--- src/ocpwm_pkg.sv ---
//////////////////////////////////////////////////////////////////////////////
// Function
// unit runs only while control enable bit 15 is set
// idle_stop bit 13 set halts the unit while the processor idles
// wide_compare_select bit 5 picks 32-bit compare, else low 16 bits
// pwm_fault_flag bit 4 is set by a fault, cleared only by hardware
// pwm_fault_flag is used in mode 111 only, reads zero otherwise
// timebase_select bit 3 picks timebase_b when set, timebase_a when clear
// mode 111 is PWM honouring fault, 110 is PWM ignoring fault
// mode 101 starts pin low, then repeating pulse train
// mode 100 starts pin low, then exactly one pulse
// mode 011 toggles the pin on every compare match
// mode 010 starts pin high, match forces it low
// mode 001 starts pin low, match forces it high
// mode 000 disables compare; unit stays powered (code holds the pin low but primary matches still set IRQ_MATCH)
// software skips register access in the cycle after clearing enable
// unimplemented control bits 31:16, 14 and 12:6 read zero
// match is count equal primary; pulse and PWM end on secondary
//////////////////////////////////////////////////////////////////////////////
package ocpwm_pkg;

  // register byte offsets
  localparam logic [11:0] ADDR_CONTROL   = 12'h000;
  localparam logic [11:0] ADDR_PRIMARY   = 12'h004;
  localparam logic [11:0] ADDR_SECONDARY = 12'h008;
  localparam logic [11:0] ADDR_INT_STAT  = 12'h00c;
  localparam logic [11:0] ADDR_INT_MASK  = 12'h010;
  localparam logic [11:0] ADDR_STATUS    = 12'h014;

  // control field positions
  localparam int BIT_ENABLE    = 15;
  localparam int BIT_IDLE_STOP = 13;
  localparam int BIT_WIDE      = 5;
  localparam int BIT_FAULT     = 4;
  localparam int BIT_TB_SEL    = 3;
  localparam int BIT_MODE_LO   = 0;

  // control writable bits, the flag bit is not among them
  localparam logic [31:0] CONTROL_WMASK = 32'h0000_a02f;
  localparam logic [31:0] CONTROL_RESET = 32'h0000_0000;
  localparam logic [31:0] COMPARE_RESET = 32'h0000_0000;

  // interrupt status layout
  localparam int IRQ_MATCH = 0;
  localparam int IRQ_PULSE = 1;
  localparam int IRQ_FAULT = 2;
  localparam int IRQ_W     = 3;
  localparam logic [2:0] IRQ_RESET = 3'h0;

  // status register layout
  localparam int STAT_PIN    = 0;
  localparam int STAT_ACTIVE = 1;
  localparam int STAT_DONE   = 2;

  // compare modes
  typedef enum logic [2:0] {
    MODE_OFF       = 3'h0,
    MODE_SET_HIGH  = 3'h1,
    MODE_SET_LOW   = 3'h2,
    MODE_TOGGLE    = 3'h3,
    MODE_SINGLE    = 3'h4,
    MODE_CONTINUE  = 3'h5,
    MODE_PWM       = 3'h6,
    MODE_PWM_FAULT = 3'h7
  } ocpwm_mode_t;

endpackage

--- src/ocpwm_sync.sv ---
`timescale 1ns/1ps
// three-stage pin synchroniser, output moves when stages two and three agree
module ocpwm_sync (
  // clocking
  input  wire logic ref_clk,
  input  wire logic rst,
  input  wire logic clk_en,
  // pin and result
  input  wire logic pin_in,
  output logic      level_q
);

  logic meta_q;
  logic stage2_q;
  logic stage3_q;

  // chain, first stage feeds only the second
  always_ff @(posedge ref_clk) begin
    if (rst) begin
      meta_q   <= 1'b1;
      stage2_q <= 1'b1;
      stage3_q <= 1'b1;
    end else if (clk_en) begin
      meta_q   <= pin_in;
      stage2_q <= meta_q;
      stage3_q <= stage2_q;
    end
  end

  // accept a change once two stages agree
  always_ff @(posedge ref_clk) begin
    if (rst) begin
      level_q <= 1'b1;
    end else if (clk_en && (stage2_q == stage3_q)) begin
      level_q <= stage3_q;
    end
  end

endmodule

--- src/ocpwm_unit.sv ---
`timescale 1ns/1ps
// output compare and pwm unit with apb register access
module ocpwm_unit (
  // clocking
  input  wire logic        ref_clk,
  input  wire logic        rst,
  input  wire logic        clk_en,
  // apb slave
  input  wire logic        psel,
  input  wire logic        penable,
  input  wire logic        pwrite,
  input  wire logic [11:0] paddr,
  input  wire logic [31:0] pwdata,
  output logic      [31:0] prdata,
  output logic             pready,
  output logic             pslverr,
  // timebases, same clock domain
  input  wire logic [31:0] timebase_a,
  input  wire logic [31:0] timebase_b,
  // system state and fault pin
  input  wire logic        cpu_idle,
  input  wire logic        fault_n,
  // outputs
  output logic             compare_output_pin,
  output logic             irq
);

  //////////////////////////////////////////////////////////////////////////
  // declarations
  logic [31:0] control_q;
  logic [31:0] primary_q;
  logic [31:0] secondary_q;
  logic [2:0]  int_stat_q;
  logic [2:0]  int_mask_q;
  logic        fault_flag_q;
  logic        pin_q;
  logic        done_q;
  logic        match_p_prev_q;
  logic        match_s_prev_q;
  logic [2:0]  mode_prev_q;
  logic        enable_prev_q;
  logic        fault_level;
  logic        fault_active;
  logic        enable;
  logic        running;
  logic        wide;
  ocpwm_pkg::ocpwm_mode_t mode;
  logic [31:0] count;
  logic        match_p;
  logic        match_s;
  logic        event_p;
  logic        event_s;
  logic        reinit;
  logic        pulse_end;
  logic        acc;
  logic        wr_en;
  logic [31:0] rd_data;
  logic        rd_hit;

  //////////////////////////////////////////////////////////////////////////
  // functions

  // offset decode, shared by read and write paths
  function automatic logic addr_is(input logic [11:0] a, input logic [11:0] ofs);
    addr_is = (a == ofs);
  endfunction

  // compare at the selected width
  function automatic logic cmp_eq(input logic [31:0] c, input logic [31:0] v,
                                  input logic w);
    if (w) begin
      cmp_eq = (c == v);
    end else begin
      cmp_eq = (c[15:0] == v[15:0]);
    end
  endfunction

  //////////////////////////////////////////////////////////////////////////
  // fault pin synchroniser
  ocpwm_sync u_fault_sync (
    .ref_clk (ref_clk),
    .rst     (rst),
    .clk_en  (clk_en),
    .pin_in  (fault_n),
    .level_q (fault_level)
  );

  //////////////////////////////////////////////////////////////////////////
  // control decode
  assign enable  = control_q[ocpwm_pkg::BIT_ENABLE];
  assign mode    = ocpwm_pkg::ocpwm_mode_t'(control_q[ocpwm_pkg::BIT_MODE_LO +: 3]);
  assign wide    = control_q[ocpwm_pkg::BIT_WIDE];
  // halt while idling when asked to
  assign running = enable &&
                   !(control_q[ocpwm_pkg::BIT_IDLE_STOP] && cpu_idle);

  // timebase selection
  assign count = control_q[ocpwm_pkg::BIT_TB_SEL] ? timebase_b
                                                  : timebase_a;

  // compare matches, events on the first cycle of equality
  assign match_p = cmp_eq(count, primary_q, wide);
  assign match_s = cmp_eq(count, secondary_q, wide);
  assign event_p = running && match_p && !match_p_prev_q;
  assign event_s = running && match_s && !match_s_prev_q;

  // fault honoured only in fault pwm mode
  assign fault_active = (mode == ocpwm_pkg::MODE_PWM_FAULT) && !fault_level;

  // reinitialise pin on mode change or enable rising
  assign reinit = (control_q[2:0] != mode_prev_q) || (enable && !enable_prev_q);

  // pulse falling edge in pulse modes
  assign pulse_end = event_s && pin_q &&
                     ((mode == ocpwm_pkg::MODE_SINGLE) ||
                      (mode == ocpwm_pkg::MODE_CONTINUE));

  //////////////////////////////////////////////////////////////////////////
  // apb handshake: one wait cycle, write lands when pready is seen
  assign acc   = psel && penable;
  assign wr_en = acc && pready && pwrite;

  always_ff @(posedge ref_clk) begin
    if (rst) begin
      pready <= 1'b0;
    end else if (clk_en) begin
      pready <= acc && !pready;
    end
  end

  //////////////////////////////////////////////////////////////////////////
  // read mux
  always_comb begin
    rd_data = 32'h0000_0000;
    rd_hit  = 1'b1;
    if (addr_is(paddr, ocpwm_pkg::ADDR_CONTROL)) begin
      // unimplemented bits stay zero, flag only in fault mode
      rd_data = control_q & ocpwm_pkg::CONTROL_WMASK;
      rd_data[ocpwm_pkg::BIT_FAULT] = fault_flag_q &&
                                      (mode == ocpwm_pkg::MODE_PWM_FAULT);
    end else if (addr_is(paddr, ocpwm_pkg::ADDR_PRIMARY)) begin
      rd_data = primary_q;
    end else if (addr_is(paddr, ocpwm_pkg::ADDR_SECONDARY)) begin
      rd_data = secondary_q;
    end else if (addr_is(paddr, ocpwm_pkg::ADDR_INT_STAT)) begin
      rd_data[2:0] = int_stat_q;
    end else if (addr_is(paddr, ocpwm_pkg::ADDR_INT_MASK)) begin
      rd_data[2:0] = int_mask_q;
    end else if (addr_is(paddr, ocpwm_pkg::ADDR_STATUS)) begin
      rd_data[ocpwm_pkg::STAT_PIN]    = pin_q;
      rd_data[ocpwm_pkg::STAT_ACTIVE] = running;
      rd_data[ocpwm_pkg::STAT_DONE]   = done_q;
    end else begin
      rd_hit = 1'b0;
    end
  end

  // read data and error captured with pready
  always_ff @(posedge ref_clk) begin
    if (rst) begin
      prdata  <= 32'h0000_0000;
      pslverr <= 1'b0;
    end else if (clk_en) begin
      if (acc && !pready) begin
        prdata  <= pwrite ? 32'h0000_0000 : rd_data;
        pslverr <= !rd_hit;
      end else begin
        prdata  <= 32'h0000_0000;
        pslverr <= 1'b0;
      end
    end
  end

  //////////////////////////////////////////////////////////////////////////
  // control register, flag bit not writable
  always_ff @(posedge ref_clk) begin
    if (rst) begin
      control_q <= ocpwm_pkg::CONTROL_RESET;
    end else if (clk_en && wr_en && addr_is(paddr, ocpwm_pkg::ADDR_CONTROL)) begin
      control_q <= pwdata & ocpwm_pkg::CONTROL_WMASK;
    end
  end

  // compare value registers
  always_ff @(posedge ref_clk) begin
    if (rst) begin
      primary_q   <= ocpwm_pkg::COMPARE_RESET;
      secondary_q <= ocpwm_pkg::COMPARE_RESET;
    end else if (clk_en && wr_en) begin
      if (addr_is(paddr, ocpwm_pkg::ADDR_PRIMARY)) begin
        primary_q <= pwdata;
      end
      if (addr_is(paddr, ocpwm_pkg::ADDR_SECONDARY)) begin
        secondary_q <= pwdata;
      end
    end
  end

  //////////////////////////////////////////////////////////////////////////
  // history for edge and mode-change detection
  always_ff @(posedge ref_clk) begin
    if (rst) begin
      match_p_prev_q <= 1'b0;
      match_s_prev_q <= 1'b0;
      mode_prev_q    <= 3'h0;
      enable_prev_q  <= 1'b0;
    end else if (clk_en) begin
      if (running) begin
        match_p_prev_q <= match_p;
        match_s_prev_q <= match_s;
      end
      mode_prev_q   <= control_q[2:0];
      enable_prev_q <= enable;
    end
  end

  //////////////////////////////////////////////////////////////////////////
  // fault flag, set by fault, cleared by hardware on fault-free period start
  always_ff @(posedge ref_clk) begin
    if (rst) begin
      fault_flag_q <= 1'b0;
    end else if (clk_en) begin
      if (fault_active && enable) begin
        fault_flag_q <= 1'b1;
      end else if (mode != ocpwm_pkg::MODE_PWM_FAULT) begin
        fault_flag_q <= 1'b0;
      end else if (event_p) begin
        fault_flag_q <= 1'b0;
      end
    end
  end

  //////////////////////////////////////////////////////////////////////////
  // single pulse completion
  always_ff @(posedge ref_clk) begin
    if (rst) begin
      done_q <= 1'b0;
    end else if (clk_en) begin
      if (reinit || !enable) begin
        done_q <= 1'b0;
      end else if (pulse_end && (mode == ocpwm_pkg::MODE_SINGLE)) begin
        done_q <= 1'b1;
      end
    end
  end

  //////////////////////////////////////////////////////////////////////////
  // compare output pin
  always_ff @(posedge ref_clk) begin
    if (rst) begin
      pin_q <= 1'b0;
    end else if (clk_en) begin
      if (!enable) begin
        pin_q <= 1'b0;
      end else if (reinit) begin
        // initial level per mode
        pin_q <= (mode == ocpwm_pkg::MODE_SET_LOW);
      end else if (running) begin
        unique case (mode)
          ocpwm_pkg::MODE_OFF: begin
            pin_q <= 1'b0;
          end
          ocpwm_pkg::MODE_SET_HIGH: begin
            if (event_p) begin
              pin_q <= 1'b1;
            end
          end
          ocpwm_pkg::MODE_SET_LOW: begin
            if (event_p) begin
              pin_q <= 1'b0;
            end
          end
          ocpwm_pkg::MODE_TOGGLE: begin
            if (event_p) begin
              pin_q <= !pin_q;
            end
          end
          ocpwm_pkg::MODE_SINGLE: begin
            if (event_p && !done_q) begin
              pin_q <= 1'b1;
            end else if (event_s) begin
              pin_q <= 1'b0;
            end
          end
          ocpwm_pkg::MODE_CONTINUE: begin
            if (event_p) begin
              pin_q <= 1'b1;
            end else if (event_s) begin
              pin_q <= 1'b0;
            end
          end
          ocpwm_pkg::MODE_PWM: begin
            if (event_p) begin
              pin_q <= 1'b1;
            end else if (event_s) begin
              pin_q <= 1'b0;
            end
          end
          ocpwm_pkg::MODE_PWM_FAULT: begin
            if (fault_active) begin
              pin_q <= 1'b0;
            end else if (event_p) begin
              pin_q <= 1'b1;
            end else if (event_s) begin
              pin_q <= 1'b0;
            end
          end
        endcase
      end
    end
  end

  assign compare_output_pin = pin_q;

  //////////////////////////////////////////////////////////////////////////
  // interrupt status, set wins over write-one-to-clear
  always_ff @(posedge ref_clk) begin
    if (rst) begin
      int_stat_q <= ocpwm_pkg::IRQ_RESET;
    end else if (clk_en) begin
      for (int i = 0; i < ocpwm_pkg::IRQ_W; i++) begin
        if (wr_en && addr_is(paddr, ocpwm_pkg::ADDR_INT_STAT) && pwdata[i]) begin
          int_stat_q[i] <= 1'b0;
        end
      end
      if (event_p) begin
        int_stat_q[ocpwm_pkg::IRQ_MATCH] <= 1'b1;
      end
      if (pulse_end) begin
        int_stat_q[ocpwm_pkg::IRQ_PULSE] <= 1'b1;
      end
      if (fault_active && enable) begin
        int_stat_q[ocpwm_pkg::IRQ_FAULT] <= 1'b1;
      end
    end
  end

  // interrupt mask
  always_ff @(posedge ref_clk) begin
    if (rst) begin
      int_mask_q <= ocpwm_pkg::IRQ_RESET;
    end else if (clk_en && wr_en && addr_is(paddr, ocpwm_pkg::ADDR_INT_MASK)) begin
      int_mask_q <= pwdata[2:0];
    end
  end

  // registered interrupt level
  always_ff @(posedge ref_clk) begin
    if (rst) begin
      irq <= 1'b0;
    end else if (clk_en) begin
      irq <= |(int_stat_q & int_mask_q);
    end
  end

endmodule

--- config.mk ---
export PLATFORM = sky130hd
export DESIGN_NAME = ocpwm_unit
export DESIGN_NICKNAME = d
export VERILOG_FILES = /design/src/ocpwm_pkg.sv /design/src/ocpwm_sync.sv /design/src/ocpwm_unit.sv
export SDC_FILE = /design/constraint.sdc
export NUM_CORES = 1
export LEC_CHECK = 0
export ABC_AREA = 1
export BUFFER_PORTS_ARGS = -buffer_cell sky130_fd_sc_hd__buf_2
export CORE_ASPECT_RATIO = 0.8
export CORE_UTILIZATION = 45
export CTS_CLUSTER_SIZE = 24
export DETAILED_ROUTE_END_ITERATION = 10
export PLACE_DENSITY = 0.8
export SYNTH_ARGS = -nofsm -noshare
export SYNTH_HDL_FRONTEND = slang
export SYNTH_HIERARCHICAL = 1
export SYNTH_SLANG_ARGS = --single-unit
export TNS_END_PERCENT = 30
--- constraint.sdc ---
create_clock -name ref_clk -period 3.8 [get_ports ref_clk]
set_input_delay 0.76 -clock ref_clk [delete_from_list [all_inputs] [get_ports ref_clk]]
set_output_delay 0.76 -clock ref_clk [all_outputs]
set_load 0.03 [all_outputs]
Word-level counts from Yosys, hierarchy flattened. Cells that the tools add are included.

Add/sub/neg operators: 0. $mul: 0. Div/mod/pow operators: 0. Magnitude comparators: 0. Equal/unequal tests: 23. Shift operators: 0. Muxes and demuxes: 40. Bitwise logic cells: 1. Reduce and logical (&&, ||, !) cells: 57.

Operators with widths (number): 32-bit 2-to-1 mux (5); 32-bit == test (2); 16-bit == test (2); 1-bit 2-to-1 mux (29); 29-bit 2-to-1 mux (1); 1-bit logical AND (26); 12-bit by 4-bit == test with 1-bit output (second input constant) (2); 12-bit by 5-bit == test with 1-bit output (second input constant) (2); 2-bit AND reduction (8); 12-bit by 3-bit == test with 1-bit output (second input constant) (1); 3-bit == test (second input constant) (4); 12-bit zero test (1); 3-bit 2-to-1 mux (4); 4-bit != test (second input constant) (3); 1-bit zero test (10); 2-bit nonzero test (4); 1-bit case mux with 7 select lines (1); 3-bit by 2-bit == test with 1-bit output (second input constant) (2); 5-bit AND reduction (1); 3-bit AND (1); 3-bit by 1-bit == test with 1-bit output (second input constant) (1); 3-bit zero test (1); 1-bit logical OR (3); 3-bit by 1-bit != test with 1-bit output (second input constant) (1); 6 further kinds (6).

Flip-flop bits (word level): 125. Latch bits: 0. Bits in writable memories: 0. Memory bits (read-only): 0. Input bits: 116. Output and inout port bits: 36. Logic and storage cells: 143. Memories kept: 0.

Longest topological paths before layout. Gate-level depths: netlist of the first run.

Word-level depth: 12. Depth in mapped cells: 19. Depth with buffers taken out: 17.

Hierarchy. Netlist of the first run, hierarchy kept.

By module, submodules not included: ocpwm_unit (instances 1, cells each 1064, area an instance 6676.4 um2, seq. area each 2422.3 um2); ocpwm_sync (instances 1, cells each 21, area an instance 151.4 um2, seq. area each 80.1 um2).

Worst setup path before layout of the first run. OpenSTA, ideal clock, no wires.

Path kind: in2reg. Start point: input port paddr[1]. End point: register prdata[0]. Setup time: 132 ps. Arrival time: 2001 ps. Data required time: 3668 ps. Path slack: 1667 ps. Stages on the path: 10. Path through: nor2_2 -> nand3_1 -> nor2_1 -> inv_1 -> nor2_1 -> inv_1 -> buf_2 -> clkbuf_1 -> o221ai_1 -> a21oi_1.

Longest elaborated chain between the ends: 9. Elaborated cells between the ends (all ways): 14. Classes of those cells: 5 x eq/ne; 8 x mux; 1 x reduce/logical.

Ends and longest elaborated chain: start: declaration (line ocpwm_unit.sv:12) `input wire logic [11:0] paddr,`; 12-bit by 5-bit == test with 1-bit output (line ocpwm_unit.sv:65) `addr_is = (a == ofs);`; 3-bit 2-to-1 mux (line ocpwm_unit.sv:149) `end else if (addr_is(paddr, ocpwm_pkg::ADDR_STATUS)) begin`; 3-bit 2-to-1 mux (line ocpwm_unit.sv:147) `end else if (addr_is(paddr, ocpwm_pkg::ADDR_INT_MASK)) begin`; 3-bit 2-to-1 mux (line ocpwm_unit.sv:145) `end else if (addr_is(paddr, ocpwm_pkg::ADDR_INT_STAT)) begin`; 3-bit 2-to-1 mux (line ocpwm_unit.sv:143) `end else if (addr_is(paddr, ocpwm_pkg::ADDR_SECONDARY)) begin`; 32-bit 2-to-1 mux (line ocpwm_unit.sv:141) `end else if (addr_is(paddr, ocpwm_pkg::ADDR_PRIMARY)) begin`; 32-bit 2-to-1 mux * (line ocpwm_unit.sv:136) `if (addr_is(paddr, ocpwm_pkg::ADDR_CONTROL)) begin`; 32-bit 2-to-1 mux * (line ocpwm_unit.sv:165) `prdata <= pwrite ? 32'h0000_0000 : rd_data;`; 32-bit 2-to-1 mux * (line ocpwm_unit.sv:164) `if (acc && !pready) begin`; end signal: assignment (line ocpwm_unit.sv:165); end: declaration (line ocpwm_unit.sv:14) `output logic [31:0] prdata,`.

Every way passes the cells marked *; elsewhere a longest branch is shown, timed or not. A chain may end at the register's enable or synchronous reset.

Final worst setup path of the first run.
Start point: register control_q[3]. End point: register pin_q (netlist: compare_output_pin).

Longest elaborated chain between the ends: 12. Elaborated cells between the ends (all ways): 24. Classes of those cells: 7 x eq/ne; 11 x mux; 6 x reduce/logical.

Ends and longest elaborated chain: start: declaration (line ocpwm_unit.sv:30) `logic [31:0] control_q;`; start signal: assignment (line ocpwm_unit.sv:178) `control_q <= ocpwm_pkg::CONTROL_RESET;`; start signal: assignment (line ocpwm_unit.sv:180) `control_q <= pwdata & ocpwm_pkg::CONTROL_WMASK;`; 32-bit 2-to-1 mux * (line ocpwm_unit.sv:98) `assign count = control_q[ocpwm_pkg::BIT_TB_SEL] ? timebase_b`; 32-bit == test or 16-bit == test (tied branches) (line ocpwm_unit.sv:72, ocpwm_unit.sv:74); 1-bit 2-to-1 mux (line ocpwm_unit.sv:71) `if (w) begin`; 1-bit logical AND (2 in a row) (line ocpwm_unit.sv:105) `assign event_s = running && match_s && !match_s_prev_q;`; 1-bit 2-to-1 mux; 1-bit 2-to-1 mux (line ocpwm_unit.sv:293) `if (event_p) begin`; 1-bit 2-to-1 mux (line ocpwm_unit.sv:300) `if (fault_active) begin`; 1-bit case mux with 7 select lines (line ocpwm_unit.sv:259) `unique case (mode)`; 1-bit 2-to-1 mux (line ocpwm_unit.sv:258) `end else if (running) begin`; 1-bit 2-to-1 mux (line ocpwm_unit.sv:255) `end else if (reinit) begin`; 1-bit 2-to-1 mux (line ocpwm_unit.sv:253) `if (!enable) begin`; end signal: assignment (line ocpwm_unit.sv:257) `pin_q <= (mode == ocpwm_pkg::MODE_SET_LOW);`; end signal: assignment (line ocpwm_unit.sv:275) `pin_q <= !pin_q;`; end: declaration (line ocpwm_unit.sv:36) `logic pin_q;`.

Every way passes the cells marked *; elsewhere a longest branch is shown, timed or not. The select of a mux whose other input is x is not followed.

==> impl_metrics.prom, run 1 <==
# TYPE chip_impl_metric gauge
chip_impl_metric{name="final-setup-viol-count",unit=""} 0
chip_impl_metric{name="hold_depth",unit=""} 2
chip_impl_metric{name="global_route_wire_length_before_repair",unit="µm"} 33700
chip_impl_info{name="critical_path_sink_type",value="flip-flop"} 1
chip_impl_metric{name="max-vdd-ir-drop",unit="mV"} 0.374
chip_impl_info{name="yosys.cell_count.top_type",value="sky130_fd_sc_hd__nand2_1"} 1
chip_impl_metric{name="drive_gt1_frac",unit=""} 0.173
chip_impl_metric{name="drt_first_iter_violations",unit=""} 697
chip_impl_metric{name="post-place-ws",unit="ns"} 0.885
chip_impl_metric{name="cts_made_buffers",unit=""} 17
chip_impl_metric{name="globalplace.congestion",unit=""} 0.871
chip_impl_metric{name="ioPinCount",unit=""} 152
chip_impl_metric{name="chipWidth",unit="µm"} 140
chip_impl_metric{name="insertion_delay",unit="ns"} 0.42
chip_impl_metric{name="max_cap_viol_count",unit=""} 0
chip_impl_info{name="root_buffer",value="sky130_fd_sc_hd__clkbuf_16"} 1
chip_impl_metric{name="cts.repair.resized",unit=""} 0
chip_impl_metric{name="track_usage",unit=""} 0.271
chip_impl_metric{name="netlist.area_leader.share",unit=""} 0.367
chip_impl_info{name="cts_tree",value="built"} 1
chip_impl_metric{name="syn-cell-area",unit="mm²"} 0.00683
chip_impl_metric{name="initial_utilization",unit=""} 0.470
chip_impl_metric{name="postSynthNetCount",unit=""} 1201
chip_impl_metric{name="place_hpwl",unit="µm"} 14600
chip_impl_info{name="reg2reg_from",value="control_q[3]$_SDFFE_PP0P_"} 1
chip_impl_metric{name="die_h",unit="µm"} 112
chip_impl_metric{name="timing.critical_path.required",unit="ns"} 4.14
chip_impl_metric{name="number_of_antenna_violations_at_the_first_check_in_global_routing",unit=""} 1
chip_impl_metric{name="grt_pass1_vias",unit=""} 7045
chip_impl_metric{name="maxSlewViolCount",unit=""} 0
chip_impl_metric{name="routed_via_density",unit=""} 5.43
chip_impl_metric{name="met1_length",unit="µm"} 9420
chip_impl_info{name="unrepaired_setup_endpoints_after_global_routing",value="no"} 1
chip_impl_metric{name="hold_viol_final",unit=""} 0
chip_impl_metric{name="max_slew.worst_pin.slew",unit="ns"} 0.942
chip_impl_metric{name="r2r_slack",unit="ns"} 1.25
chip_impl_metric{name="port-buffer-count",unit=""} 151
chip_impl_metric{name="maxClockFrequency",unit="GHz"} 0.392
chip_impl_metric{name="globalRouteOverflowTotal",unit=""} 0
chip_impl_metric{name="layout.core_utilization",unit=""} 0.569
chip_impl_metric{name="synth.yosys.warnings",unit=""} 6
chip_impl_metric{name="drt-total-wl",unit="µm"} 21200
chip_impl_metric{name="remaining_drc_errors",unit=""} 0
chip_impl_metric{name="timing.clock.skew",unit="ns"} 0.00588
chip_impl_metric{name="met3_wirelength",unit="µm"} 1950
chip_impl_info{name="worstSetupStartpointType",value="flip-flop"} 1
chip_impl_metric{name="max_slew_margin",unit=""} 0.371
chip_impl_info{name="run_status",value="finished, final reports clean"} 1
chip_impl_metric{name="fp.coreArea",unit="mm²"} 0.0145
chip_impl_metric{name="async_reset_ff_frac",unit=""} 0
chip_impl_metric{name="cts.hold.buffers_added",unit=""} 0
chip_impl_metric{name="route.detailed.wl_per_inst",unit="µm"} 15.1
chip_impl_metric{name="power.density_cell_area",unit="mW/mm²"} 399
chip_impl_info{name="reg2reg_to",value="compare_output_pin$_SDFFE_PP0P_"} 1
chip_impl_metric{name="synth.distinct_cells",unit=""} 29
chip_impl_info{name="synthTopCellsByCount",value="sky130_fd_sc_hd__nand2_1 (296), sky130_fd_sc_hd__inv_1 (133), sky130_fd_sc_hd__dfxtp_1 (125), sky130_fd_sc_hd__a21oi_1 (123), sky130_fd_sc_hd__o21ai_0 (118)"} 1
chip_impl_metric{name="syn_area_per_cell",unit="µm²"} 6.29
chip_impl_metric{name="area.growth.synth_to_final",unit="%"} 21.1
chip_impl_metric{name="via_count",unit=""} 7647
chip_impl_metric{name="fin_tns_setup",unit="ns"} 0
chip_impl_metric{name="detailroute.wirelength.met2",unit="µm"} 9520
chip_impl_metric{name="share_of_the_yosys_chip_area_belonging_to_registers",unit=""} 0.367
chip_impl_metric{name="finalWorstSetupSlack",unit="ns"} 1.25
chip_impl_info{name="yosys.area.top_type",value="sky130_fd_sc_hd__dfxtp_1"} 1
chip_impl_info{name="dr.max_layer_used",value="met4"} 1
chip_impl_metric{name="cts-htree-levels",unit=""} 4
chip_impl_metric{name="crit_arrival",unit="ns"} 2.89
chip_impl_metric{name="ant_nets",unit=""} 0
chip_impl_metric{name="critical_path.max_fanout",unit=""} 50
chip_impl_metric{name="final_net_count",unit=""} 1327
chip_impl_metric{name="clkSinkCount",unit=""} 125
chip_impl_metric{name="postCtsSetupRepairBufs",unit=""} 0
chip_impl_metric{name="clock_path_buffers",unit=""} 2
chip_impl_metric{name="num_rows",unit=""} 39
chip_impl_metric{name="path_clk_slew",unit="ns"} 0.05
chip_impl_info{name="hold-path-endpoint",value="u_fault_sync/meta_q$_SDFFE_PP1P_"} 1
chip_impl_metric{name="synth_edf_count",unit=""} 0
chip_impl_info{name="hp-start",value="u_fault_sync/meta_q$_SDFFE_PP1P_"} 1
chip_impl_metric{name="min_period",unit="ns"} 2.55
chip_impl_metric{name="1st_pass_router_iterations",unit=""} 5
chip_impl_metric{name="synthCells",unit=""} 1085
chip_impl_metric{name="power.static_leakage",unit="nW"} 3.65
chip_impl_metric{name="yosys_register_bits",unit=""} 125
chip_impl_info{name="worst_hold_path_type",value="reg2reg"} 1
chip_impl_info{name="crit_type",value="reg2reg"} 1
chip_impl_metric{name="finalCritPeriodShare",unit=""} 0.672
chip_impl_metric{name="grt_start_max_net_pins",unit=""} 65
chip_impl_info{name="synth_flop_cell",value="sky130_fd_sc_hd__dfxtp_1"} 1
chip_impl_metric{name="timing.reg2reg.worst_path_depth",unit=""} 15
chip_impl_info{name="synth.area.top_cells",value="sky130_fd_sc_hd__dfxtp_1 (37%), sky130_fd_sc_hd__nand2_1 (16%), sky130_fd_sc_hd__a21oi_1 (9.0%)"} 1
chip_impl_metric{name="die_area",unit="mm²"} 0.0157
area by class of cell:
type / instances / area (µm²)
Multi-Input combinational cell: 765 / 3550
Clock inverter: 7 / 135
Antenna cell: 1 / 2.50
Inverter: 141 / 532
Fill cell: 1441 / 6270
Timing Repair Buffer: 161 / 831
Tap cell: 184 / 230
Clock buffer: 23 / 488
Sequential cell: 125 / 2500
per-layer routing:
layer | track usage | up-vias
li1 | - | 3824
met1 | 0.356 | 3439
met2 | 0.442 | 342
met3 | 0.0674 | 42
met4 | 0.0755 | 0
met5 | 0 | -
placed cells by master, fill, tap and decap left out, drive strengths merged, types with 4 or more instances in the layout:
master  count
o211ai     28
nand2     302
clkinv      4
bufinv      4
o22ai       4
nor3        8
clkbuf     23
nand3      89
a21oi     123
inv       140
o21ai     123
nor2       58
o221ai      4
dfxtp     125
nand4      14
a31oi       5
buf       161
power breakdown:
group          internal [mW]  switching (mW)  total, mW
Clock                   1.16           0.582       1.74
Sequential              1.32         0.00259       1.32
Combinational         0.0910           0.150      0.241
Total                   2.56           0.735       3.30
cells by family (layout without fill, tap and decap cells):
family | after synthesis | count (layout) | share of synthesized area
simple gates | 473 | 473 | 0.288
buf+inv | 195 | 332 | 0.115
compound gates | 290 | 290 | 0.228
flops | 125 | 125 | 0.367
xor+xnor | 2 | 2 | 0.00257
other cells | 0 | 1 | 0
stage by stage:
step	instance area (µm²)	total power, mW	hold WS (ns)	cells
finish	8270	3.30	0.457	1407
global route	8270	3.41	0.477	1406
detailed placement	7640	1.58	0.452	1376
floorplan	6830	1.47	0.430	1085
global placement	7640	1.58	0.446	1376
CTS	8270	3.31	0.461	1406
how the worst max path moves through the flow:
stage,startpoint,to,cells after the start
6_report,control_q[3]$_SDFFE_PP0P_,compare_output_pin$_SDFFE_PP0P_,15
5_1_grt,control_q[3]$_SDFFE_PP0P_,compare_output_pin$_SDFFE_PP0P_,16
4_1_cts,paddr[1],prdata[6]$_SDFFE_PP0P_,11
3_5_place_dp,paddr[1],prdata[8]$_SDFFE_PP0P_,11
3_3_place_gp,paddr[1],prdata[10]$_SDFFE_PP0P_,10
2_1_floorplan,paddr[1],prdata[0]$_SDFFE_PP0P_,10
sequential cells by signal, summed over array words and instances (netlist names), 3 cells and up:
signal	flops
int_stat_q	3
mode_prev_q	3
control_q	7
prdata	32
secondary_q	32
primary_q	32
int_mask_q	3
worst max-delay path, cell delays in order, from the launching register on:
cell and delay [ns]:
sky130_fd_sc_hd__dfxtp_2 0.45, sky130_fd_sc_hd__inv_4 0.51, sky130_fd_sc_hd__nand2_2 0.15, sky130_fd_sc_hd__nand2_1 0.13
sky130_fd_sc_hd__nand2_1 0.06, sky130_fd_sc_hd__nand2_1 0.09, sky130_fd_sc_hd__nand3_1 0.08, sky130_fd_sc_hd__nor2_1 0.11
sky130_fd_sc_hd__nand2_1 0.07, sky130_fd_sc_hd__nor2_2 0.24, sky130_fd_sc_hd__nand3_1 0.12, sky130_fd_sc_hd__nand2_1 0.07
sky130_fd_sc_hd__nand2_1 0.08, sky130_fd_sc_hd__nor3_2 0.12, sky130_fd_sc_hd__nand2_1 0.07, sky130_fd_sc_hd__a21oi_1 0.11
No activity file was read; power rests on OpenSTA's default activity.
==> inputs of run 2 (changes only) <==
==> constraint.sdc (replaced) <==
create_clock -name ref_clk -period 2.45 [get_ports ref_clk]
set_input_delay 0.49 -clock ref_clk [delete_from_list [all_inputs] [get_ports ref_clk]]
set_output_delay 0.49 -clock ref_clk [all_outputs]
set_load 0.03 [all_outputs]
==> impl_metrics.prom, run 2 (synthesis results as in run 1) <==
# TYPE chip_impl_metric gauge
chip_impl_metric{name="final_net_count",unit=""} 1332
chip_impl_metric{name="postCtsSetupRepairBufs",unit=""} 0
chip_impl_metric{name="track_usage",unit=""} 0.276
chip_impl_metric{name="insertion_delay",unit="ns"} 0.43
chip_impl_metric{name="met3_layer_usage_reported_by_global_route",unit=""} 0.0661
chip_impl_info{name="commonest_non_fill_non_tap_cells_in_the_layout",value="sky130_fd_sc_hd__nand2_1 (295), sky130_fd_sc_hd__buf_2 (151), sky130_fd_sc_hd__inv_1 (132)"} 1
chip_impl_metric{name="internal_power",unit="mW"} 3.84
chip_impl_metric{name="min_period",unit="ns"} 2.16
chip_impl_metric{name="cts.repair.resized",unit=""} 0
chip_impl_metric{name="ioPinCount",unit=""} 152
chip_impl_metric{name="chipWidth",unit="µm"} 140
chip_impl_metric{name="crit_arrival",unit="ns"} 2.52
chip_impl_metric{name="power_share_of_the_clock_group",unit=""} 0.512
chip_impl_info{name="layout_commonest_cell",value="sky130_fd_sc_hd__nand2_1"} 1
chip_impl_metric{name="num_rows",unit=""} 39
chip_impl_info{name="worst_path_most_repeated_cell",value="sky130_fd_sc_hd__nand2_1"} 1
chip_impl_metric{name="sequentialPowerShare",unit=""} 0.411
chip_impl_metric{name="path_clk_slew",unit="ns"} 0.06
chip_impl_metric{name="remaining_drc_errors",unit=""} 0
chip_impl_metric{name="fin_tns_setup",unit="ns"} 0
chip_impl_metric{name="1st_pass_router_iterations",unit=""} 7
chip_impl_metric{name="grt_pass1_vias",unit=""} 7028
chip_impl_metric{name="drt_first_iter_violations",unit=""} 645
chip_impl_info{name="cts_tree",value="built"} 1
chip_impl_info{name="run_status",value="finished, final reports clean"} 1
chip_impl_metric{name="critical_path.max_fanout",unit=""} 26
chip_impl_metric{name="routed_via_density",unit=""} 5.42
chip_impl_info{name="critical_path_sink_type",value="flip-flop"} 1
chip_impl_metric{name="cts_made_buffers",unit=""} 17
chip_impl_metric{name="finalCritPeriodShare",unit=""} 0.883
chip_impl_metric{name="share_comb_of_total_power",unit=""} 0.077
chip_impl_metric{name="initial_utilization",unit=""} 0.470
chip_impl_metric{name="timing.clock.skew",unit="ns"} 0.00562
chip_impl_metric{name="max_cap_viol_count",unit=""} 0
chip_impl_metric{name="cts.hold.buffers_added",unit=""} 0
chip_impl_info{name="top_regs",value="prdata: 32 flops, primary_q: 32 flops, secondary_q: 32 flops"} 1
chip_impl_metric{name="route.detailed.wl_per_inst",unit="µm"} 15.1
chip_impl_metric{name="critical_path.max_stage_delay",unit="ns"} 0.36
chip_impl_metric{name="power.switching_fraction",unit=""} 0.228
chip_impl_metric{name="clock_path_buffers",unit=""} 2
chip_impl_metric{name="globalRouteOverflowTotal",unit=""} 0
chip_impl_metric{name="max_slew.worst_pin.slew",unit="ns"} 0.787
chip_impl_metric{name="global_route_wire_length_before_repair",unit="µm"} 34000
chip_impl_info{name="root_buffer",value="sky130_fd_sc_hd__clkbuf_16"} 1
chip_impl_info{name="worst_hold_path_type",value="in2reg"} 1
chip_impl_info{name="most_used_layer_global_route",value="met2"} 1
chip_impl_metric{name="globalplace.congestion",unit=""} 0.915
chip_impl_metric{name="fp.coreArea",unit="mm²"} 0.0145
chip_impl_metric{name="die_area",unit="mm²"} 0.0157
chip_impl_metric{name="via_count",unit=""} 7666
chip_impl_metric{name="final-setup-viol-count",unit=""} 0
chip_impl_metric{name="grt_start_max_net_pins",unit=""} 65
chip_impl_metric{name="maxClockFrequency",unit="GHz"} 0.462
chip_impl_metric{name="max-vdd-ir-drop",unit="mV"} 0.475
chip_impl_metric{name="cts-htree-levels",unit=""} 4
chip_impl_metric{name="timing.critical_path.required",unit="ns"} 2.81
chip_impl_metric{name="place_hpwl",unit="µm"} 15000
chip_impl_metric{name="gr-usage-met1",unit=""} 0.364
chip_impl_metric{name="area.growth.synth_to_final",unit="%"} 22.1
chip_impl_metric{name="finalNonFillerCells",unit=""} 1415
chip_impl_info{name="timing.critical_path.cells",value="buf_4 > nand2_1 > nand2_1 > nand2_1 > nand2_1 > nand3_1 > nor2_1 > nand2_1 > nor2_2 > nand3_1 > nand2_1 > nand2_1 > nor3_2 > nand2_1 > a21oi_1"} 1
chip_impl_metric{name="power.density_cell_area",unit="mW/mm²"} 597
chip_impl_metric{name="maxSlewViolCount",unit=""} 0
chip_impl_metric{name="drive_gt1_frac",unit=""} 0.177
chip_impl_metric{name="power.static_leakage",unit="nW"} 3.68
chip_impl_metric{name="power.switching",unit="mW"} 1.14
chip_impl_metric{name="globalRouteMet2Util",unit=""} 0.438
chip_impl_metric{name="port-buffer-count",unit=""} 151
chip_impl_info{name="worstSetupStartpointType",value="flip-flop"} 1
chip_impl_info{name="unrepaired_setup_endpoints_after_global_routing",value="no"} 1
chip_impl_metric{name="drt-total-wl",unit="µm"} 21300
chip_impl_metric{name="number_of_antenna_violations_at_the_first_check_in_global_routing",unit=""} 2
chip_impl_metric{name="timing.reg2reg.worst_path_depth",unit=""} 15
chip_impl_metric{name="die_h",unit="µm"} 112
chip_impl_metric{name="hold_depth",unit=""} 3
chip_impl_metric{name="dpl.cell_count",unit=""} 1381
chip_impl_info{name="crit_type",value="reg2reg"} 1
chip_impl_metric{name="clkSinkCount",unit=""} 125
chip_impl_metric{name="ant_nets",unit=""} 0
chip_impl_info{name="cp_slowest_cell",value="sky130_fd_sc_hd__dfxtp_2"} 1
chip_impl_metric{name="hold_viol_final",unit=""} 0
chip_impl_metric{name="max_slew_margin",unit=""} 0.472
run 2: worst paths after layout:
| check | slack [ns] | to | from |
|---|---|---|---|
| min reg2reg | 0.46 | prdata[9]$_SDFFE_PP0P_ | prdata[9]$_SDFFE_PP0P_ |
| max reg2reg | 0.29 | compare_output_pin$_SDFFE_PP0P_ | control_q[3]$_SDFFE_PP0P_ |
| min | 0.30 | u_fault_sync/meta_q$_SDFFE_PP1P_ | fault_n |
| max | 0.29 | compare_output_pin$_SDFFE_PP0P_ | control_q[3]$_SDFFE_PP0P_ |
run 2: worst max-delay path: cells and delay by family, from the launching register on:
family                 cells  cell delay (ns)
and+or+nand+nor           13             1.34
DFF                        1             0.36
buffers and inverters      1             0.29
AOI/OAI and AO/OA          1             0.11
run 2: final cells by class:
class                   instances  area (µm²)
fillers                      1413        6210
multi-input cells             765        3550
flip-flops and latches        125        2500
repair buffers                166         918
inverters                     141         532
clock buffers                  26         519
well taps                     184         230
clock inverters                 6        80.1
diodes                          2        5.00
run 2: power by group through the flow:
stage	clock network, mW	logic [mW]	registers [mW]
after floorplan	0	0.190	2.09
after global placement	0	0.368	2.09
after detailed placement	0	0.374	2.09
after CTS	2.56	0.377	2.05
after global routing	2.66	0.426	2.05
final	2.55	0.382	2.05
run 2: metrics by stage:
stage	hold WS, ns	setup slack [ns]	cell area, µm²	utilization	power, mW
after floorplan	0.430	0.587	6830	-	2.28
after global routing	0.324	0.0178	8330	0.573	5.13
after global placement	0.445	0.288	7730	0.532	2.46
after CTS	0.299	0.311	8330	0.573	4.99
final	0.295	0.287	8340	0.573	4.98
after detailed placement	0.453	0.135	7730	0.532	2.46
run 2: per-layer routing:
layer,wire length (µm),up-vias
li1,-,3840
met1,9610,3444
met2,9320,349
met3,1970,33
met4,422,0
met5,0,-
==> inputs of run 3 (changes only) <==
--- a/config.mk
+++ b/config.mk
@@ -8,10 +8,10 @@
 export ABC_AREA = 1
 export BUFFER_PORTS_ARGS = -buffer_cell sky130_fd_sc_hd__buf_2
 export CORE_ASPECT_RATIO = 0.8
-export CORE_UTILIZATION = 45
+export CORE_UTILIZATION = 55
 export CTS_CLUSTER_SIZE = 24
 export DETAILED_ROUTE_END_ITERATION = 10
-export PLACE_DENSITY = 0.8
+export PLACE_DENSITY = 0.93
 export SYNTH_ARGS = -nofsm -noshare
 export SYNTH_HDL_FRONTEND = slang
 export SYNTH_HIERARCHICAL = 1
==> impl_metrics.prom, run 3 (synthesis results as in run 1) <==
# TYPE chip_impl_metric gauge
chip_impl_info{name="cts_tree",value="built"} 1
chip_impl_metric{name="max_cap_viol_count",unit=""} 0
chip_impl_metric{name="layout.core_utilization",unit=""} 0.681
chip_impl_metric{name="number_of_antenna_violations_at_the_first_check_in_global_routing",unit=""} 0
chip_impl_info{name="top_regs",value="prdata: 32 flops, primary_q: 32 flops, secondary_q: 32 flops"} 1
chip_impl_metric{name="total_power",unit="mW"} 4.88
chip_impl_metric{name="internal_power",unit="mW"} 3.75
chip_impl_info{name="unrepaired_setup_endpoints_after_global_routing",value="no"} 1
chip_impl_metric{name="maxSlewViolCount",unit=""} 0
chip_impl_metric{name="final_net_count",unit=""} 1331
chip_impl_metric{name="cts_made_buffers",unit=""} 17
chip_impl_metric{name="min_period",unit="ns"} 2.13
chip_impl_metric{name="dpl.cell_count",unit=""} 1348
chip_impl_metric{name="grt_pass1_vias",unit=""} 7257
chip_impl_metric{name="crit_arrival",unit="ns"} 2.43
chip_impl_metric{name="port-buffer-count",unit=""} 151
chip_impl_metric{name="max_slew.worst_pin.slew",unit="ns"} 0.993
chip_impl_metric{name="max-vdd-ir-drop",unit="mV"} 0.496
chip_impl_metric{name="area.growth.synth_to_final",unit="%"} 20.9
chip_impl_metric{name="via_count",unit=""} 7939
chip_impl_metric{name="global_route_wire_length_before_repair",unit="µm"} 33400
chip_impl_info{name="worst_hold_path_type",value="in2reg"} 1
chip_impl_metric{name="finalNonFillerCells",unit=""} 1379
chip_impl_info{name="commonest_non_fill_non_tap_cells_in_the_layout",value="sky130_fd_sc_hd__nand2_1 (295), sky130_fd_sc_hd__buf_2 (151), sky130_fd_sc_hd__inv_1 (132)"} 1
chip_impl_metric{name="power.switching_fraction",unit=""} 0.231
chip_impl_metric{name="maxClockFrequency",unit="GHz"} 0.469
chip_impl_metric{name="r2r_slack",unit="ns"} 0.32
chip_impl_metric{name="die_h",unit="µm"} 102
chip_impl_metric{name="die_area",unit="mm²"} 0.0129
chip_impl_metric{name="max_slew_margin",unit=""} 0.337
chip_impl_metric{name="insertion_delay",unit="ns"} 0.43
chip_impl_metric{name="grt_start_max_net_pins",unit=""} 81
chip_impl_metric{name="globalplace.congestion",unit=""} 0.919
chip_impl_metric{name="cts.hold.buffers_added",unit=""} 0
chip_impl_metric{name="routed_via_density",unit=""} 5.76
chip_impl_metric{name="share_comb_of_total_power",unit=""} 0.078
chip_impl_metric{name="postCtsSetupRepairBufs",unit=""} 0
chip_impl_metric{name="initial_utilization",unit=""} 0.564
chip_impl_metric{name="drt_first_iter_violations",unit=""} 621
chip_impl_metric{name="track_usage",unit=""} 0.332
chip_impl_metric{name="num_rows",unit=""} 36
chip_impl_metric{name="ioPinCount",unit=""} 152
chip_impl_metric{name="fp.coreArea",unit="mm²"} 0.0121
chip_impl_metric{name="hold_viol_final",unit=""} 0
chip_impl_info{name="crit_type",value="reg2reg"} 1
chip_impl_metric{name="power.density_cell_area",unit="mW/mm²"} 591
chip_impl_metric{name="place_hpwl",unit="µm"} 14400
chip_impl_metric{name="chipWidth",unit="µm"} 127
chip_impl_metric{name="sequentialPowerShare",unit=""} 0.420
chip_impl_metric{name="timing.clock.skew",unit="ns"} 0.00531
chip_impl_metric{name="clock_path_buffers",unit=""} 2
chip_impl_metric{name="drive_gt1_frac",unit=""} 0.174
chip_impl_metric{name="timing.critical_path.required",unit="ns"} 2.75
chip_impl_metric{name="power.static_leakage",unit="nW"} 3.66
chip_impl_metric{name="path_clk_slew",unit="ns"} 0.05
chip_impl_metric{name="cts.repair.resized",unit=""} 0
chip_impl_metric{name="final-setup-viol-count",unit=""} 0
chip_impl_metric{name="critical_path.max_fanout",unit=""} 17
chip_impl_metric{name="cts-htree-levels",unit=""} 4
chip_impl_metric{name="power.switching",unit="mW"} 1.13
chip_impl_metric{name="drt-total-wl",unit="µm"} 21300
chip_impl_metric{name="globalRouteOverflowTotal",unit=""} 0
chip_impl_metric{name="finalCritPeriodShare",unit=""} 0.870
chip_impl_metric{name="insertedDiodeCount",unit=""} 0
chip_impl_metric{name="clkSinkCount",unit=""} 125
chip_impl_metric{name="power_share_of_the_clock_group",unit=""} 0.502
chip_impl_info{name="worstSetupStartpointType",value="flip-flop"} 1
chip_impl_metric{name="route.detailed.wl_per_inst",unit="µm"} 15.5
chip_impl_metric{name="fin_tns_setup",unit="ns"} 0
chip_impl_info{name="critical_path_sink_type",value="flip-flop"} 1
chip_impl_metric{name="1st_pass_router_iterations",unit=""} 8
chip_impl_info{name="layout_commonest_cell",value="sky130_fd_sc_hd__nand2_1"} 1
chip_impl_info{name="run_status",value="finished, final reports clean"} 1
chip_impl_metric{name="remaining_drc_errors",unit=""} 0
chip_impl_info{name="root_buffer",value="sky130_fd_sc_hd__clkbuf_16"} 1
chip_impl_metric{name="ant_nets",unit=""} 0
## run 3: cell count changes in the layout (fill, tap and decap cells not counted)
cell                         before  now
sky130_fd_sc_hd__clkbuf_8         6    3
sky130_fd_sc_hd__diode_2          2    0
sky130_fd_sc_hd__buf_4           11   10
sky130_fd_sc_hd__clkbuf_1         3    4
sky130_fd_sc_hd__clkinvlp_4       0    1
## run 3: per-stage QoR
| stage | area [µm²] | setup slack, ns | hold WS, ns |
|---|---|---|---|
| 2_1_floorplan | 6830 | 0.587 | 0.430 |
| 3_3_place_gp | 7680 | 0.255 | 0.446 |
| 3_5_place_dp | 7680 | 0.143 | 0.450 |
| 4_1_cts | 8250 | 0.356 | 0.302 |
| 5_1_grt | 8250 | 0.0924 | 0.352 |
| 6_report | 8250 | 0.318 | 0.305 |
## run 3: cell type report
type	instances	area, µm²
flip-flops and latches	125	2500
fillers	1012	3860
repair buffers	165	911
inverters	141	532
clock buffers	24	482
clock inverters	7	87.6
multi-input cells	765	3550
well taps	152	190
## run 3: worst paths after layout
| check | startpoint | end | cells past startpoint |
|---|---|---|---|
| hold / removal | fault_n | u_fault_sync/meta_q$_SDFFE_PP1P_ | 3 |
| setup reg to reg | control_q[3]$_SDFFE_PP0P_ | compare_output_pin$_SDFFE_PP0P_ | 17 |
| hold reg to reg | u_fault_sync/meta_q$_SDFFE_PP1P_ | u_fault_sync/meta_q$_SDFFE_PP1P_ | 2 |
| setup / recovery | control_q[3]$_SDFFE_PP0P_ | compare_output_pin$_SDFFE_PP0P_ | 17 |
## run 3: per-layer routing
layer / part of all wire / vias to the layer above / track usage
met3: 0.098 / 76 / 0.0755
met5: 0 / - / 0
li1: - / 3832 / -
met4: 0.032 / 0 / 0.169
met2: 0.46 / 443 / 0.558
met1: 0.41 / 3588 / 0.403
## run 3: critical path: stages (launching register included)
cell and delay (ns):
sky130_fd_sc_hd__dfxtp_2 0.34, sky130_fd_sc_hd__inv_4 0.16, sky130_fd_sc_hd__buf_4 0.26, sky130_fd_sc_hd__nand2_1 0.07
sky130_fd_sc_hd__nand2_1 0.09, sky130_fd_sc_hd__nand2_1 0.06, sky130_fd_sc_hd__nand2_1 0.06, sky130_fd_sc_hd__nand3_1 0.06
sky130_fd_sc_hd__nor2_1 0.12, sky130_fd_sc_hd__nand2_1 0.06, sky130_fd_sc_hd__nor2_1 0.21, sky130_fd_sc_hd__nand3_1 0.13
sky130_fd_sc_hd__nand2_1 0.08, sky130_fd_sc_hd__nand2_1 0.06, sky130_fd_sc_hd__nand2_1 0.05, sky130_fd_sc_hd__nand3_1 0.06
sky130_fd_sc_hd__nand2_1 0.07, sky130_fd_sc_hd__a21oi_1 0.06
## run 3: power groups by stage
stage	clock network [mW]	logic [mW]	registers (mW)
5_1_grt	2.55	0.420	2.05
4_1_cts	2.44	0.373	2.05
6_report	2.45	0.380	2.05
3_5_place_dp	0	0.368	2.09
2_1_floorplan	0	0.190	2.09
3_3_place_gp	0	0.361	2.09
